[src/rtl/iosc_pkg.sv]
// Package for the internal oscillator and system clock control block.
// Assumes an 8-bit special function register port on the core clock.
package iosc_pkg;
    // Register addresses in special function register space
    localparam logic [7:0] IOSC_CTRL_ADDR = 8'hB2;
    localparam logic [7:0] IOSC_CAL_ADDR = 8'hB3;
    // Control register fields
    localparam int CTRL_READY_BIT = 4;
    localparam int CTRL_SRC_BIT = 3;
    localparam int CTRL_EN_BIT = 2;
    localparam int CTRL_DIV_LSB = 0;
    localparam logic [7:0] CTRL_RESET = 8'h14;
    // Divider field encodings
    localparam logic [1:0] DIV_BY8 = 2'h0;
    localparam logic [1:0] DIV_BY4 = 2'h1;
    localparam logic [1:0] DIV_BY2 = 2'h2;
    localparam logic [1:0] DIV_BY1 = 2'h3;
    // Calibration: 7-bit field, uncalibrated reset value
    localparam int CAL_W = 7;
    localparam logic [6:0] CAL_UNCAL_RESET = 7'h20;
    // Step per calibration unit, in thousandths of the base period
    localparam int CAL_STEP_PERMILLE = 5;
    // Settling of the oscillator after enable, in ns, and in cycles
    localparam int OSC_SETTLE_NS = 200;
    localparam int CLK_PERIOD_NS = 10;
    localparam int OSC_SETTLE_CYC = (OSC_SETTLE_NS + CLK_PERIOD_NS - 1) / CLK_PERIOD_NS;
    // Oscillator model: half period in clk cycles at calibration 0
    localparam int OSC_HALF_BASE = 4;
endpackage

[src/rtl/iosc_glitchfree_mux.sv]
// Glitch-free two-input clock switch working on sampled clock levels.
// Assumes both inputs are already synchronous to clk_i.
`timescale 1ns/1ps
module iosc_glitchfree_mux (
    input wire logic clk_i,
    input wire logic rst_n_i,
    input wire logic sel_i,
    input wire logic clk_a_i,
    input wire logic clk_b_i,
    output logic clk_o
);
    logic act_b_ff, nxt_act_b;
    logic clk_ff, nxt_clk;

    // Change selection only while both sources are low: no runt pulses
    always_comb begin
        nxt_act_b = act_b_ff;
        if (sel_i != act_b_ff && !clk_a_i && !clk_b_i && !clk_ff) begin
            nxt_act_b = sel_i;
        end
        nxt_clk = nxt_act_b ? clk_b_i : clk_a_i;
    end

    always_ff @(posedge clk_i or negedge rst_n_i) begin
        if (!rst_n_i) begin
            act_b_ff <= 1'b0;
            clk_ff <= 1'b0;
        end else begin
            act_b_ff <= nxt_act_b;
            clk_ff <= nxt_clk;
        end
    end

    assign clk_o = clk_ff;
endmodule // iosc_glitchfree_mux

[src/rtl/iosc_ctrl.sv]
// Internal oscillator control, calibration and system clock selection.
// Assumes the core issues single-cycle SFR reads and writes on clk_i.
// Notes on behaviour
// - After reset the system clock comes from the internal oscillator.
// - Each calibration step changes the oscillator period by 0.005 of the base period.
// - The factory variant resets calibration to a per-device value for 24.5 MHz.
// - The uncalibrated variant always resets calibration to 0x20, nominal 20 MHz.
// - Divider field 00/01/10/11 divides the internal clock by 8/4/2/1.
// - The divider field resets to divide by 8.
// - Control bit 4 is a read-only ready flag, 1 when running at its programmed rate.
// - Control bit 3 selects internal (0) or external (1) source.
// - Control bit 2 enables the internal oscillator.
// - Calibration holds the period in bits 6..0, bit 7 unused.
// - Sources may be switched at any time once the new one is enabled and settled.
`timescale 1ns/1ps
module iosc_ctrl #(
    parameter bit FACTORY_CAL = 1'b0,
    parameter logic [6:0] FACTORY_CAL_VALUE = 7'h40, // Arbitrary per-device value
    parameter int SETTLE_CYC = iosc_pkg::OSC_SETTLE_CYC
) (
    input wire logic clk_i,
    input wire logic rst_n_i,
    input wire logic [7:0] sfr_addr_i,
    input wire logic [7:0] sfr_wdata_i,
    input wire logic sfr_wr_i,
    input wire logic sfr_rd_i,
    input wire logic ext_osc_i,
    output logic [7:0] sfr_rdata_o,
    output logic internal_osc_ready_flag_o,
    output logic internal_osc_enable_o,
    output logic [6:0] internal_osc_calibration_o,
    output logic system_clock_o
);
    import iosc_pkg::*;

    // Settle counter is 13 bits wide; refuse counts below 1 or above 4096
    if (SETTLE_CYC < 1 || SETTLE_CYC > 4096) begin : g_bad_settle
        $error("SETTLE_CYC out of range");
    end

    localparam logic [6:0] CAL_RESET = FACTORY_CAL ? FACTORY_CAL_VALUE : CAL_UNCAL_RESET;

    // Divide ratio as a shift count for the given field
    function automatic logic [1:0] div_shift(input logic [1:0] f);
        case (f)
            DIV_BY8: div_shift = 2'h3;
            DIV_BY4: div_shift = 2'h2;
            DIV_BY2: div_shift = 2'h1;
            default: div_shift = 2'h0;
        endcase
    endfunction

    typedef enum logic [1:0] {IOSC_OFF, IOSC_SETTLE, IOSC_RUN} iosc_state_t;

    logic [1:0] div_ff, nxt_div;
    logic src_ff, nxt_src;
    logic en_ff, nxt_en;
    logic [6:0] cal_ff, nxt_cal;
    logic [7:0] rdata_ff, nxt_rdata;
    iosc_state_t st_ff, nxt_st;
    logic [12:0] cnt_ff, nxt_cnt;
    logic rdy_ff, nxt_rdy;
    logic [7:0] osc_cnt_ff, nxt_osc_cnt;
    logic osc_ff, nxt_osc;
    logic [3:0] dv_ff, nxt_dv;
    logic int_clk_ff, nxt_int_clk;
    logic ext_s1_ff, ext_s2_ff;
    logic [7:0] half_len;
    logic mux_clk;

    // Register writes; bits 7..4 of control and bit 7 of calibration are dropped
    always_comb begin
        nxt_div = div_ff;
        nxt_src = src_ff;
        nxt_en = en_ff;
        nxt_cal = cal_ff;
        if (sfr_wr_i && sfr_addr_i == IOSC_CTRL_ADDR) begin
            nxt_div = sfr_wdata_i[CTRL_DIV_LSB +: 2];
            nxt_src = sfr_wdata_i[CTRL_SRC_BIT];
            nxt_en = sfr_wdata_i[CTRL_EN_BIT];
        end
        if (sfr_wr_i && sfr_addr_i == IOSC_CAL_ADDR) begin
            nxt_cal = sfr_wdata_i[CAL_W-1:0];
        end
    end

    // Read mux, registered; unmapped addresses read zero
    always_comb begin
        nxt_rdata = rdata_ff;
        if (sfr_rd_i) begin
            nxt_rdata = 8'h00;
            if (sfr_addr_i == IOSC_CTRL_ADDR) begin
                nxt_rdata[CTRL_READY_BIT] = rdy_ff;
                nxt_rdata[CTRL_SRC_BIT] = src_ff;
                nxt_rdata[CTRL_EN_BIT] = en_ff;
                nxt_rdata[CTRL_DIV_LSB +: 2] = div_ff;
            end else if (sfr_addr_i == IOSC_CAL_ADDR) begin
                nxt_rdata = {1'b0, cal_ff};
            end
        end
    end

    // Ready tracking: settle after enable or calibration change
    always_comb begin
        nxt_st = st_ff;
        nxt_cnt = cnt_ff;
        nxt_rdy = 1'b0;
        case (st_ff)
            IOSC_OFF: begin
                if (en_ff) begin
                    nxt_st = IOSC_SETTLE;
                    nxt_cnt = 13'h0000;
                end
            end
            IOSC_SETTLE: begin
                nxt_cnt = cnt_ff + 13'h0001;
                if (!en_ff) begin
                    nxt_st = IOSC_OFF;
                end else if (cnt_ff >= 13'(SETTLE_CYC - 1)) begin
                    nxt_st = IOSC_RUN;
                    nxt_rdy = 1'b1;
                end
            end
            IOSC_RUN: begin
                nxt_rdy = 1'b1;
                if (!en_ff) begin
                    nxt_st = IOSC_OFF;
                    nxt_rdy = 1'b0;
                end else if (nxt_cal != cal_ff) begin
                    nxt_st = IOSC_SETTLE;
                    nxt_cnt = 13'h0000;
                    nxt_rdy = 1'b0;
                end
            end
            default: nxt_st = IOSC_OFF;
        endcase
    end

    // Behavioural oscillator: half period grows by 0.005 base per step
    always_comb begin
        half_len = 8'(OSC_HALF_BASE + (int'(cal_ff) * OSC_HALF_BASE * CAL_STEP_PERMILLE) / 1000);
        nxt_osc_cnt = osc_cnt_ff;
        nxt_osc = osc_ff;
        if (!en_ff) begin
            nxt_osc_cnt = 8'h00;
            nxt_osc = 1'b0;
        end else if (osc_cnt_ff + 8'h01 >= half_len) begin
            nxt_osc_cnt = 8'h00;
            nxt_osc = !osc_ff;
        end else begin
            nxt_osc_cnt = osc_cnt_ff + 8'h01;
        end
    end

    // Divider on oscillator edges; all ratios share one counter, so a new
    // ratio keeps the old phase but may leave one pulse shorter than the faster clock.
    // Parked low while off, else the source switch would wait for a low forever.
    always_comb begin
        nxt_dv = dv_ff;
        nxt_int_clk = int_clk_ff;
        if (!en_ff) begin
            nxt_dv = 4'h0;
            nxt_int_clk = 1'b0;
        end else if (nxt_osc && !osc_ff) begin
            nxt_dv = dv_ff + 4'h1;
            if (div_ff == DIV_BY1) begin
                nxt_int_clk = 1'b1;
            end else begin
                nxt_int_clk = nxt_dv[div_shift(div_ff) - 2'h1];
            end
        end else if (!nxt_osc && osc_ff && div_ff == DIV_BY1) begin
            nxt_int_clk = 1'b0;
        end
    end

    // State registers
    always_ff @(posedge clk_i or negedge rst_n_i) begin
        if (!rst_n_i) begin
            div_ff <= CTRL_RESET[CTRL_DIV_LSB +: 2];
            src_ff <= CTRL_RESET[CTRL_SRC_BIT];
            en_ff <= CTRL_RESET[CTRL_EN_BIT];
            cal_ff <= CAL_RESET;
            rdata_ff <= 8'h00;
            st_ff <= IOSC_OFF;
            cnt_ff <= 13'h0000;
            rdy_ff <= 1'b0;
            osc_cnt_ff <= 8'h00;
            osc_ff <= 1'b0;
            dv_ff <= 4'h0;
            int_clk_ff <= 1'b0;
            ext_s1_ff <= 1'b0;
            ext_s2_ff <= 1'b0;
        end else begin
            div_ff <= nxt_div;
            src_ff <= nxt_src;
            en_ff <= nxt_en;
            cal_ff <= nxt_cal;
            rdata_ff <= nxt_rdata;
            st_ff <= nxt_st;
            cnt_ff <= nxt_cnt;
            rdy_ff <= nxt_rdy;
            osc_cnt_ff <= nxt_osc_cnt;
            osc_ff <= nxt_osc;
            dv_ff <= nxt_dv;
            int_clk_ff <= nxt_int_clk;
            ext_s1_ff <= ext_osc_i; // Pin from outside, two stages
            ext_s2_ff <= ext_s1_ff;
        end
    end

    // Source switch without runt pulses
    iosc_glitchfree_mux u_mux (
        .clk_i(clk_i),
        .rst_n_i(rst_n_i),
        .sel_i(src_ff),
        .clk_a_i(int_clk_ff),
        .clk_b_i(ext_s2_ff),
        .clk_o(mux_clk)
    );

    assign sfr_rdata_o = rdata_ff;
    assign internal_osc_ready_flag_o = rdy_ff;
    assign internal_osc_enable_o = en_ff;
    assign internal_osc_calibration_o = cal_ff;
    assign system_clock_o = mux_clk;

    chk_ready_off_clears: assert property (@(posedge clk_i) disable iff (!rst_n_i)
        !en_ff |=> !rdy_ff) else $error("ready set while disabled");
    chk_ready_settle_time: assert property (@(posedge clk_i) disable iff (!rst_n_i)
        $rose(rdy_ff) |-> $past(en_ff, 1) && $past(en_ff, 2)) else $error("ready early");
    chk_cal_bit7_zero: assert property (@(posedge clk_i) disable iff (!rst_n_i)
        sfr_rd_i && sfr_addr_i == IOSC_CAL_ADDR |=> rdata_ff[7] == 1'b0)
        else $error("cal bit 7 not zero");
    chk_ctrl_write_div: assert property (@(posedge clk_i) disable iff (!rst_n_i)
        sfr_wr_i && sfr_addr_i == IOSC_CTRL_ADDR |=> div_ff == $past(sfr_wdata_i[1:0]))
        else $error("divider not written");
    chk_ctrl_write_src: assert property (@(posedge clk_i) disable iff (!rst_n_i)
        sfr_wr_i && sfr_addr_i == IOSC_CTRL_ADDR |=> src_ff == $past(sfr_wdata_i[3]))
        else $error("source not written");
    chk_ctrl_write_en: assert property (@(posedge clk_i) disable iff (!rst_n_i)
        sfr_wr_i && sfr_addr_i == IOSC_CTRL_ADDR |=> en_ff == $past(sfr_wdata_i[2]))
        else $error("enable not written");
    chk_ctrl_read_ready: assert property (@(posedge clk_i) disable iff (!rst_n_i)
        sfr_rd_i && sfr_addr_i == IOSC_CTRL_ADDR |=> rdata_ff[4] == $past(rdy_ff))
        else $error("ready misread");
    chk_osc_stops_off: assert property (@(posedge clk_i) disable iff (!rst_n_i)
        !en_ff |=> !osc_ff) else $error("oscillator runs while off");
    chk_ready_within: assert property (@(posedge clk_i) disable iff (!rst_n_i)
        $rose(en_ff) && SETTLE_CYC <= 20 |-> ##[1:25] (rdy_ff || !en_ff))
        else $error("ready late");
    cov_enable_ready: cover property (@(posedge clk_i) disable iff (!rst_n_i) $rose(rdy_ff));
    cov_switch_ext: cover property (@(posedge clk_i) disable iff (!rst_n_i) $rose(src_ff));
    cov_div_by1: cover property (@(posedge clk_i) disable iff (!rst_n_i) div_ff == DIV_BY1);
    cov_cal_write: cover property (@(posedge clk_i) disable iff (!rst_n_i)
        sfr_wr_i && sfr_addr_i == IOSC_CAL_ADDR);
endmodule // iosc_ctrl

[config.mk]
export PLATFORM = sky130hd
export DESIGN_NAME = iosc_ctrl
export DESIGN_NICKNAME = d
export VERILOG_FILES = /design/src/rtl/iosc_pkg.sv /design/src/rtl/iosc_glitchfree_mux.sv /design/src/rtl/iosc_ctrl.sv
export SDC_FILE = /design/constraint.sdc
export NUM_CORES = 1
export LEC_CHECK = 0
export BUFFER_PORTS_ARGS = -buffer_cell sky130_fd_sc_hd__buf_2
export CORE_MARGIN = 3
export CORE_UTILIZATION = 53
export DETAILED_ROUTE_END_ITERATION = 10
export PLACE_DENSITY = 0.77
export SYNTH_ARGS = -nofsm -noshare
export SYNTH_HDL_FRONTEND = slang
export SYNTH_SLANG_ARGS = --single-unit
[constraint.sdc]
create_clock -name clk_i -period 3.1 [get_ports clk_i]
set_input_delay 0 -clock clk_i [delete_from_list [all_inputs] [get_ports clk_i]]
set_output_delay 0 -clock clk_i [all_outputs]
set_load 0.005 [all_outputs]
==> run summary, run 1 <==
wire length after detailed routing: 8.203 mm
routed len/inst: 17.23 µm
Crit path top cell by count: ha_1
most frequent cells in the layout: dfrtp_1, buf_2, nand2_1
leakage: 1.890 nW
initial antenna violation count: 0
highest routed metal layer: met4
Worst Setup End Kind: register
DRC: 0
Hold Path Depth: 2
R2R depth: 14
Synth async-reset ratio: 100.0%
Comb pwr share: 36.5%
IO Count: 39
Max FO, Critical Path: 4
first-pass iteration count of the detailed router: 4
worst min path class: in2reg
Via Count: 2906
number of clock sinks: 52
maximum clock rate: 285.6 MHz
Final Instance Area: 4055 µm²
Core Area: 5743 µm²
pwr/cell area: 534.3 nW/µm²
fin. max-slew vios: 0
routed wl met3: 541 µm
CTS max path bufs: 2
Seq pwr share: 40.5%
CP max-delay cell: dfrtp_1
Max-Cap Viols: 0
Layout Skew: 0.005264 ns
status: finished with violations
Synth Area per Inst: 9.704 µm²
I/O Buffers: 36
die area: 7129 µm²
minimum clock period: 3.501 ns
final hold vios: 0
highest ir drop seen on vdd: 0.3778 mV
Initial Util: 56.78%
Die Span X: 84.44 µm
largest net degree at the start of global routing: 39
clock share of power: 23.0%
Routed Antenna Nets: 0
first-pass GRT wire length: 13.19 mm
Vias per Instance: 6.105
Worst-Margin Slew: 0.8522 ns
Psw: 0.7625 mW
Mapped Cells: 336
Core Rows: 27
Crit path required time: 3.31 ns
type of origin of the critical path: register
Synth Register Bits: 52
fin nets: 449
crit share post-route: 112.9%
PnR worst setup slack: -0.4014 ns
number of library cell types mapped by synthesis: 62
final setup violation count: 10
Die Span Y: 84.44 µm
Post-synth EDFFs: 0
failing checks: negative setup slack
global route overflow: 0
Post-DP HPWL: 5.335 mm
Total GRT Usage: 22.45%
commonest non-fill, non-tap cell in the layout: dfrtp_1
Rel. slew slack: 43.19%
final core occ: 70.61%
Worst EP arrival: 3.71 ns
iteration-0 DRC count of the detailed router: 145
synthesis warning total: 0
Setup CP Type: reg2reg
P_int: 1.404 mW
Syn Std Cell Area: 3261 µm²
RSZ-0062 raised after global routing: yes
TritonCTS clock tree: yes
Slowest Stage Delay on Critical Path: 0.42 ns
WL met2: 3.963 mm
Seq/Total Area, Yosys: 39.98%
M1 WL: 3.570 mm
# diodes: 0
H-tree levels: 2
ratio of cells with drive above 1 in the final layout: 27.72%
Switching Fraction: 35.20%
vias in the first global route: 2817
Placed Area: 3615 µm²
routability congestion estimate from global placement: 0.8774
CTS Root Cell: clkbuf_8
CTS buffer count: 5
Most used DFF post-synth: dfrtp_1
Area growth syn-to-layout: 24.37%
Worst-path clk slew: 0.09 ns
latest clock arrival within the worst-skew pair: 0.30 ns
Critical Path, Cell by Cell: ha_1 -> ha_1 -> a21oi_2 -> o21ai_1 -> a311oi_4 -> buf_4 -> a2bb2oi_1 -> ha_1 -> nand2_1 -> o21ai_2 -> a211oi_2 -> buf_4 -> a21oi_4 -> mux2i_1
## worst max-delay path, delay by kind of cell, from the launching register on
kind | cells | cell delay (ns)
DFF | 1 | 0.42
AOI/OAI and AO/OA | 7 | 1.33
buffers and inverters | 2 | 0.41
adders and majority gates | 3 | 0.95
muxes | 1 | 0.20
and+or+nand+nor | 1 | 0.09
## metrics by stage
stage	std cells	worst slack, ns	hold WS, ns	total power, mW	TNS, ns
after floorplan	341	-0.05430	-0.2956	1.392	-0.3057
after global placement	452	-0.09409	0.1072	1.557	-0.7485
after detailed placement	452	-0.2686	0.1093	1.585	-2.318
after CTS	474	-0.2381	0.02367	2.125	-1.994
after global routing	476	-0.4725	0.03197	2.318	-4.146
final	476	-0.4014	0.03627	2.166	-3.221
## power by group through the flow
stage / sequential [mW] / combinational [mW] / clock (mW)
after CTS: 0.870 / 0.742 / 0.513
after global routing: 0.893 / 0.879 / 0.546
after detailed placement: 0.876 / 0.709 / 0
final: 0.877 / 0.791 / 0.498
after floorplan: 0.859 / 0.533 / 0
after global placement: 0.872 / 0.684 / 0
## path summary, 6_finish.rpt
| path | endpoint | slack (ns) | startpoint |
|---|---|---|---|
| max in group asynchronous | u_mux.clk_o | 2.04 | rst_n_i |
| min | sfr_rdata_o[1] | 0.04 | sfr_rd_i |
| min reg2reg | ext_s2_ff | 0.36 | ext_s1_ff |
| max reg2reg | dv_ff[1] | -0.40 | internal_osc_calibration_o[2] |
| min in group asynchronous | internal_osc_calibration_o[6] | 0.34 | rst_n_i |
| max | dv_ff[1] | -0.40 | internal_osc_calibration_o[2] |
## metal layers
metal / global-route usage (%) / up-vias
met5: 0 / -
met1: 30.50 / 1396
met3: 4.220 / 16
met4: 5.899 / 0
met2: 37.09 / 127
li1: - / 1367
## final cells by class
cell class                      count  area (µm²)
Clock inverter                      1       30.03
Clock buffer                        7       96.34
Fill cell                         412        1688
Multi-Input combinational cell    254        2017
Inverter                           24       90.09
Sequential cell                    52        1304
Timing Repair Buffer               66       427.9
Tap cell                           72       90.09
## repair_timing
| item | CTS | global route |
|---|---|---|
| setup buffers | 5 | 2 |
| pin swaps | 19 | 13 |
| hold buffers | 9 | 0 |
| resized for setup | 14 | 16 |
| endpoints found under the setup margin | 10 | 10 |
| hold endpoints to repair | 46 | 0 |
## Yosys cell counts (2+ instances only)
master / instances / share of area (%)
a2111oi_0: 2 / 0.54
o211a_1: 2 / 0.61
nand4_1: 2 / 0.38
a22oi_1: 6 / 1.4
a2111o_1: 2 / 0.69
nand3_1: 16 / 2.5
nor3b_1: 4 / 0.92
o22ai_1: 8 / 1.5
a311o_1: 2 / 0.61
ha_1: 24 / 9.2
nor4_1: 3 / 0.58
a211oi_1: 3 / 0.69
buf_2: 3 / 0.46
inv_1: 24 / 2.8
o21ai_0: 19 / 2.9
a221oi_1: 4 / 1.1
a32o_1: 2 / 0.61
mux2_2: 10 / 3.5
xor2_1: 8 / 2.1
clkbuf_1: 6 / 0.69
nor3_1: 5 / 0.77
dfstp_2: 2 / 1.6
o211ai_1: 3 / 0.69
nor2b_1: 2 / 0.38
or3_1: 3 / 0.58
a21oi_1: 19 / 2.9
nand2_1: 27 / 3.1
o31ai_1: 2 / 0.46
nand2b_1: 8 / 1.5
o2111ai_1: 2 / 0.54
o221a_2: 2 / 0.69
xnor2_1: 6 / 1.6
a21o_1: 2 / 0.46
a211o_1: 2 / 0.54
dfrtp_1: 50 / 38
and3_1: 3 / 0.58
conb_1: 2 / 0.23
mux2i_1: 8 / 2.5
nor2_1: 14 / 1.6
o21a_1: 2 / 0.46
## logic make-up after synthesis
group	after synthesis	synth area share, %
simple gates	97	16.04
compound gates	93	19.76
flops	52	39.98
buf+inv	35	4.490
fa+ha+maj	25	9.824
mux	18	5.910
xor+xnor	14	3.761
other cells	2	0.2303
## registers in the layout, summed over array words and instances (netlist names), 2 cells and up
name                        flops
sfr_rdata_o                     7
div_ff                          2
st_ff                           2
osc_cnt_ff                      8
cnt_ff                         13
dv_ff                           4
internal_osc_calibration_o      7
(Power assumes the default switching activity.)
==> run 2: changes to the inputs <==
==> constraint.sdc (replaced) <==
create_clock -name clk_i -period 3.1 [get_ports clk_i]
set_input_delay 0 -clock clk_i [delete_from_list [all_inputs] [get_ports clk_i]]
set_output_delay 0 -clock clk_i [all_outputs]
set_load 0.1 [all_outputs]
==> run 2 against run 1 <==
  * The run still ends with negative setup slack left
  * Sequential share of layout area is 0.90 points higher
  * Final area is 0.77% lower
  * Die area stayed put
==> run summary, run 2 (synthesis gave the netlist of run 1 again) <==
CTS max path bufs: 2 (unchanged)
maximum clock rate: 296.9 MHz (+4.0%)
failing checks: negative setup slack
Psw: 0.9089 mW (+19%)
final core occ: 70.07% (-0.54 points)
CTS Root Cell: clkbuf_8
Placed Area: 3699 µm² (+2.3%)
worst path bufs/invs: 0 (-2)
Die Span X: 84.44 µm (unchanged)
PnR worst setup slack: -0.2678 ns (+0.1336 ns)
Seq pwr share: 38.9% (-1.6 points)
Crit path top cell by count: ha_4
pre-CTS setup slack: -0.2510 ns (+0.01768 ns)
Area growth syn-to-layout: 23.41%
die area: 7129 µm² (unchanged)
routed len/inst: 16.33 µm (-5.2%)
commonest non-fill, non-tap cell in the layout: dfrtp_1
Routed Antenna Nets: 0 (unchanged)
largest net degree at the start of global routing: 38 (-2.6%)
P_int: 1.350 mW (-3.8%)
type of origin of the critical path: register
Core Rows: 27 (unchanged)
vias in the first global route: 2852 (+1.2%)
H-tree levels: 2 (unchanged)
Slowest Stage Delay on Critical Path: 0.51 ns (+0.09 ns)
final setup violation count: 10 (unchanged)
WL met2: 3.612 mm (-8.9%)
Setup CP Type: reg2reg
fin. max-slew vios: 0 (unchanged)
Largest Register: cnt_ff
TritonCTS clock tree: yes
Vias per Instance: 5.977 (-2.1%)
Max-Cap Viols: 0 (unchanged)
Die Span Y: 84.44 µm (unchanged)
number of clock sinks: 52 (unchanged)
worst hold margin: 0.03377 ns (-0.002498 ns)
Total Power: 2.259 mW (+4.3%)
Worst Setup End Kind: register
final hold vios: 0 (unchanged)
wire length after detailed routing: 7.758 mm (-5.4%)
pwr/cell area: 561.4 nW/µm² (+5.1%)
M1 WL: 3.630 mm (+1.7%)
Comb pwr share: 40.3% (+3.8 points)
Layout Skew: 0.004221 ns (-0.001043 ns)
CP max-delay cell: dfrtp_4
highest routed metal layer: met4
RSZ-0062 raised after global routing: yes
Rel. slew slack: 44.00% (+0.81 points)
Worst-Margin Slew: 0.8400 ns (-0.01219 ns)
minimum clock period: 3.368 ns (-0.1336 ns)
fin nets: 448 (-0.22%)
initial antenna violation count: 0 (unchanged)
iteration-0 DRC count of the detailed router: 251 (+73%)
first-pass iteration count of the detailed router: 5 (+1)
clock share of power: 20.8% (-2.2 points)
I/O Buffers: 36 (unchanged)
Sequential Area: 1330 µm² (+2.0%)
ratio of cells with drive above 1 in the final layout: 28.04% (+0.32 points)
multi-input combinational cell area: 1982 µm² (-1.7%)
Crit path required time: 3.30 ns (about the same)
setup tns final: -2.089 ns (+1.132 ns)
Final Instance Area: 4024 µm² (-0.77%)
# diodes: 0 (unchanged)
IO Count: 39 (unchanged)
status: finished with violations
routed wl met3: 407 µm (-25%)
Initial Util: 56.78% (unchanged)
global route overflow: 0 (unchanged)
Core Area: 5743 µm² (unchanged)
biggest regs: cnt_ff (13), osc_cnt_ff (8)
leakage: 1.854 nW (-1.9%)
critical path depth: 14 (unchanged)
Via Count: 2839 (-2.3%)
placed cell count: 455 (+0.66%)
Critical Path, Cell by Cell: ha_4 -> ha_4 -> fa_2 -> a21o_1 -> a21oi_2 -> xnor2_2 -> and3_1 -> o22ai_1 -> ha_1 -> nor2b_1 -> o21ai_2 -> a211o_1 -> o211a_1 -> mux2i_1
Worst EP arrival: 3.57 ns (-0.14 ns)
routability congestion estimate from global placement: 0.9013 (+2.7%)
CP delay by family, top: compound AO/OA/AOI/OAI gates
DRC: 0 (unchanged)
Total GRT Usage: 22.29% (-0.16 points)
CTS buffer count: 5 (unchanged)
Post-DP HPWL: 5.388 mm (+0.99%)
worst min path class: in2reg
crit share post-route: 108.6% (-4.3 points)
max reg flops: 13 (unchanged)
first-pass GRT wire length: 13.18 mm (about the same)
Layout Cells excl Fill: 475 (-0.21%)
FILL cells: 421 (+2.2%)
Worst-path clk slew: 0.10 ns (about the same)
latest clock arrival within the worst-skew pair: 0.31 ns (about the same)
most frequent cells in the layout: dfrtp_1, buf_2, nand2_1
Max FO, Critical Path: 3 (-1)
R2R depth: 14 (unchanged)
Switching Fraction: 40.24% (+5.0 points)
Hold Path Depth: 2 (unchanged)
highest ir drop seen on vdd: 0.5777 mV (+53%)
run 2: metal layers:
layer | GRT usage, % | up-vias
met2 | 36.01 | 93
met4 | 6.619 | 0
met1 | 30.86 | 1367
met5 | 0 | -
met3 | 3.827 | 11
li1 | - | 1368
run 2: area by class of cell:
| type | count | area share [%] |
|---|---|---|
| Tap cell | 72 | 2.239 |
| Timing Repair Buffer | 65 | 10.45 |
| Multi-Input combinational cell | 254 | 49.25 |
| Clock buffer | 5 | 1.710 |
| Clock inverter | 3 | 1.057 |
| Sequential cell | 52 | 33.05 |
| Inverter | 24 | 2.239 |
run 2: worst paths after layout:
path | start | endpoint | slack [ns]
setup / recovery | internal_osc_calibration_o[3] | dv_ff[2] | -0.27
hold / removal | sfr_rd_i | sfr_rdata_o[2] | 0.03
setup reg to reg | internal_osc_calibration_o[3] | dv_ff[2] | -0.27
hold reg to reg | ext_s1_ff | ext_s2_ff | 0.36
max in group asynchronous | rst_n_i | cnt_ff[11] | 2.04
min in group asynchronous | rst_n_i | internal_osc_calibration_o[4] | 0.33
run 2: power by group through the flow:
stage	Combinational (mW)	Sequential, mW	Clock [mW]
after floorplan	0.541	1.01	0
after global placement	0.852	0.880	0
after detailed placement	0.870	0.882	0
after CTS	0.895	0.872	0.478
after global routing	1.01	0.893	0.508
final	0.911	0.878	0.471
run 2: what timing repair did:
action	CTS	global route
setup buffers	1	2
hold endpoints to repair	46	0
gates resized for setup	8	12
endpoints found under the setup margin	10	10
hold buffers	9	0
pin swaps	6	10
==> run 3: changes to the inputs <==
CORE_UTILIZATION = 44   (was 53)
PLACE_DENSITY = default   (was 0.77)
TNS_END_PERCENT = 10   (was default)
clock period = 4.1 ns   (was 3.1 ns; I/O delays follow)
==> run 3 against run 2 <==
  * The flow now finishes without violations
  * Sequential power fell by 25%
  * Global-route usage fell by 4.5 points
  * Fmax decreased by 9.6%
  * Die area grew 19%
  * Critical path depth unchanged
  * Clock power decreased by 24%
  * Utilization down 16 points
  * Combinational power shrank 28%
  * Worst setup slack better by 0.64 ns
  * Non-clock buffer count fell by 16
  * Total power fell by 26%
  * Critical path type unchanged
  * Critical endpoint is now dv_ff[1]
  * Highest routed layer unchanged
==> run summary, run 3 (synthesis gave the netlist of run 1 again) <==
maximum clock rate: 268.3 MHz (-9.6%)
biggest regs: cnt_ff (13), osc_cnt_ff (8)
# diodes: 0 (unchanged)
ratio of cells with drive above 1 in the final layout: 18.09% (-10 points)
initial antenna violation count: 0 (unchanged)
Worst Setup End Kind: register
Core Area: 6982 µm² (+22%)
Layout Skew: 0.009094 ns (+0.004872 ns)
final core occ: 53.85% (-16 points)
iteration-0 DRC count of the detailed router: 156 (-38%)
Via Count: 2681 (-5.6%)
Crit path required time: 4.33 ns (+1.03 ns)
commonest non-fill, non-tap cell in the layout: dfrtp_1
Die Span X: 92.09 µm (+9.1%)
Core Rows: 30 (+11%)
highest routed metal layer: met4
Worst EP arrival: 3.96 ns (+0.39 ns)
status: completed
M1 WL: 3.506 mm (-3.4%)
Worst-Margin Slew: 0.7700 ns (-0.06999 ns)
RSZ-0062 raised after global routing: no
largest net degree at the start of global routing: 53 (+39%)
die area: 8480 µm² (+19%)
CTS buffer count: 5 (unchanged)
leakage: 1.773 nW (-4.4%)
first-pass GRT wire length: 12.17 mm (-7.6%)
DRC: 0 (unchanged)
Die Span Y: 92.09 µm (+9.1%)
setup tns final: 0 ns (+2.089 ns)
final hold vios: 0 (unchanged)
crit share post-route: 90.91% (-18 points)
wire length after detailed routing: 7.261 mm (-6.4%)
TritonCTS clock tree: yes
pwr/cell area: 444.9 nW/µm² (-21%)
routability congestion estimate from global placement: 0.8329 (-7.6%)
highest ir drop seen on vdd: 0.1933 mV (-67%)
H-tree levels: 2 (unchanged)
routed len/inst: 15.03 µm (-8.0%)
I/O Buffers: 36 (unchanged)
WL met2: 3.326 mm (-7.9%)
first-pass iteration count of the detailed router: 5 (unchanged)
final setup violation count: 0 (-10)
fin nets: 432 (-3.6%)
latest clock arrival within the worst-skew pair: 0.31 ns (about the same)
Max FO, Critical Path: 6 (+3)
Total GRT Usage: 17.80% (-4.5 points)
most frequent cells in the layout: dfrtp_1, buf_2, nand2_1
Vias per Instance: 5.551 (-7.1%)
CTS Root Cell: clkbuf_8
max reg flops: 13 (unchanged)
global route overflow: 0 (unchanged)
R2R Setup Slk: 0.37 ns (+0.64 ns)
number of clock sinks: 52 (unchanged)
vias in the first global route: 2590 (-9.2%)
Routed Antenna Nets: 0 (unchanged)
type of origin of the critical path: register
routed wl met3: 315 µm (-23%)
Worst-path clk slew: 0.10 ns (about the same)
Final Instance Area: 3760 µm² (-6.6%)
Rel. slew slack: 47.99% (+4.0 points)
worst min path class: in2reg
Placed Area: 3553 µm² (-3.9%)
IO Count: 39 (unchanged)
Max-Cap Viols: 0 (unchanged)
minimum clock period: 3.727 ns (+0.3594 ns)
Largest Register: cnt_ff
CTS max path bufs: 2 (unchanged)
Post-DP HPWL: 5.228 mm (-3.0%)
fin. max-slew vios: 0 (unchanged)
Setup CP Type: reg2reg
Initial Util: 46.70% (-10 points)
Area growth syn-to-layout: 15.31%
postcts setup bufs: 0 (-1)
==> run 3: changes by cell type in the layout (fill, tap and decap cells not counted), moves of 2 or more <==
cell and change:
a21oi_1 +3, ha_4 -5, o21ai_0 +2, nor3b_2 -2, buf_4 -16, nor3b_1 +2
a21oi_2 -3, nor3_2 -2, dfrtp_1 +6, ha_1 +6, dfrtp_4 -6, nor3_1 +2
a211oi_1 +2
==> run 3: worst max-delay path, cell delays in order, from the launching register on <==
cell and delay, ns:
dfrtp_1 0.46, ha_1 0.30, ha_1 0.24, fa_1 0.41, a21o_1 0.19, a21oi_1 0.18
xnor2_1 0.18, and3_1 0.20, o22ai_1 0.08, ha_1 0.29, nor2b_1 0.04, o21ai_0 0.35
a211oi_2 0.19, a21oi_1 0.31, mux2i_1 0.23
==> run 3: path summary, 6_finish.rpt <==
| path | end | depth (start not counted) | from |
|---|---|---|---|
| setup / recovery | dv_ff[1] | 14 | internal_osc_calibration_o[3] |
| hold / removal | sfr_rdata_o[3] | 2 | sfr_rd_i |
| setup reg to reg | dv_ff[1] | 14 | internal_osc_calibration_o[3] |
| hold reg to reg | ext_s2_ff | 0 | ext_s1_ff |
| max in group asynchronous | osc_cnt_ff[2] | 3 | rst_n_i |
| min in group asynchronous | internal_osc_calibration_o[4] | 3 | rst_n_i |
==> run 3: per-layer routing <==
layer  global-route usage, %  vias to the layer above
met5                       0                        -
met4                   6.436                        0
met3                   3.281                       11
met2                   29.32                       62
met1                   23.37                     1272
li1                        -                     1336
==> run 3: through the flow <==
| step | power [mW] | hold WS (ns) | setup WS, ns | cells |
|---|---|---|---|---|
| 3_3_place_gp | 1.304 | 0.1098 | 0.3127 | 466 |
| 6_report | 1.673 | 0.02003 | 0.3728 | 483 |
| 4_1_cts | 1.686 | 0.01201 | 0.2206 | 483 |
| 2_1_floorplan | 1.169 | -0.2956 | 0.01704 | 341 |
| 3_5_place_dp | 1.316 | 0.1117 | 0.2335 | 466 |
| 5_1_grt | 1.789 | 0.03405 | 0.07051 | 483 |
==> run 3: final cells by class <==
cell class	count	area [µm²]
clock buffers	5	68.82
repair buffers	49	300.3
clock inverters	3	42.54
fillers	670	3222
well taps	96	120.1
multi-input cells	254	1834
flip-flops and latches	52	1304
inverters	24	90.09
==> run 3: report_power, final <==
part,switching [mW],internal [mW],total (mW),leakage [nW]
clock,0.175,0.181,0.356,0.0541
combinational,0.423,0.237,0.660,1.05
sequential,0.0721,0.585,0.657,0.668
==> run 3: repair_timing <==
action / in CTS / in global routing
hold buffers: 9 / 0
gates resized for setup: 0 / 1
endpoints found under the setup margin: 0 / 7
hold endpoints to repair: 62 / 0
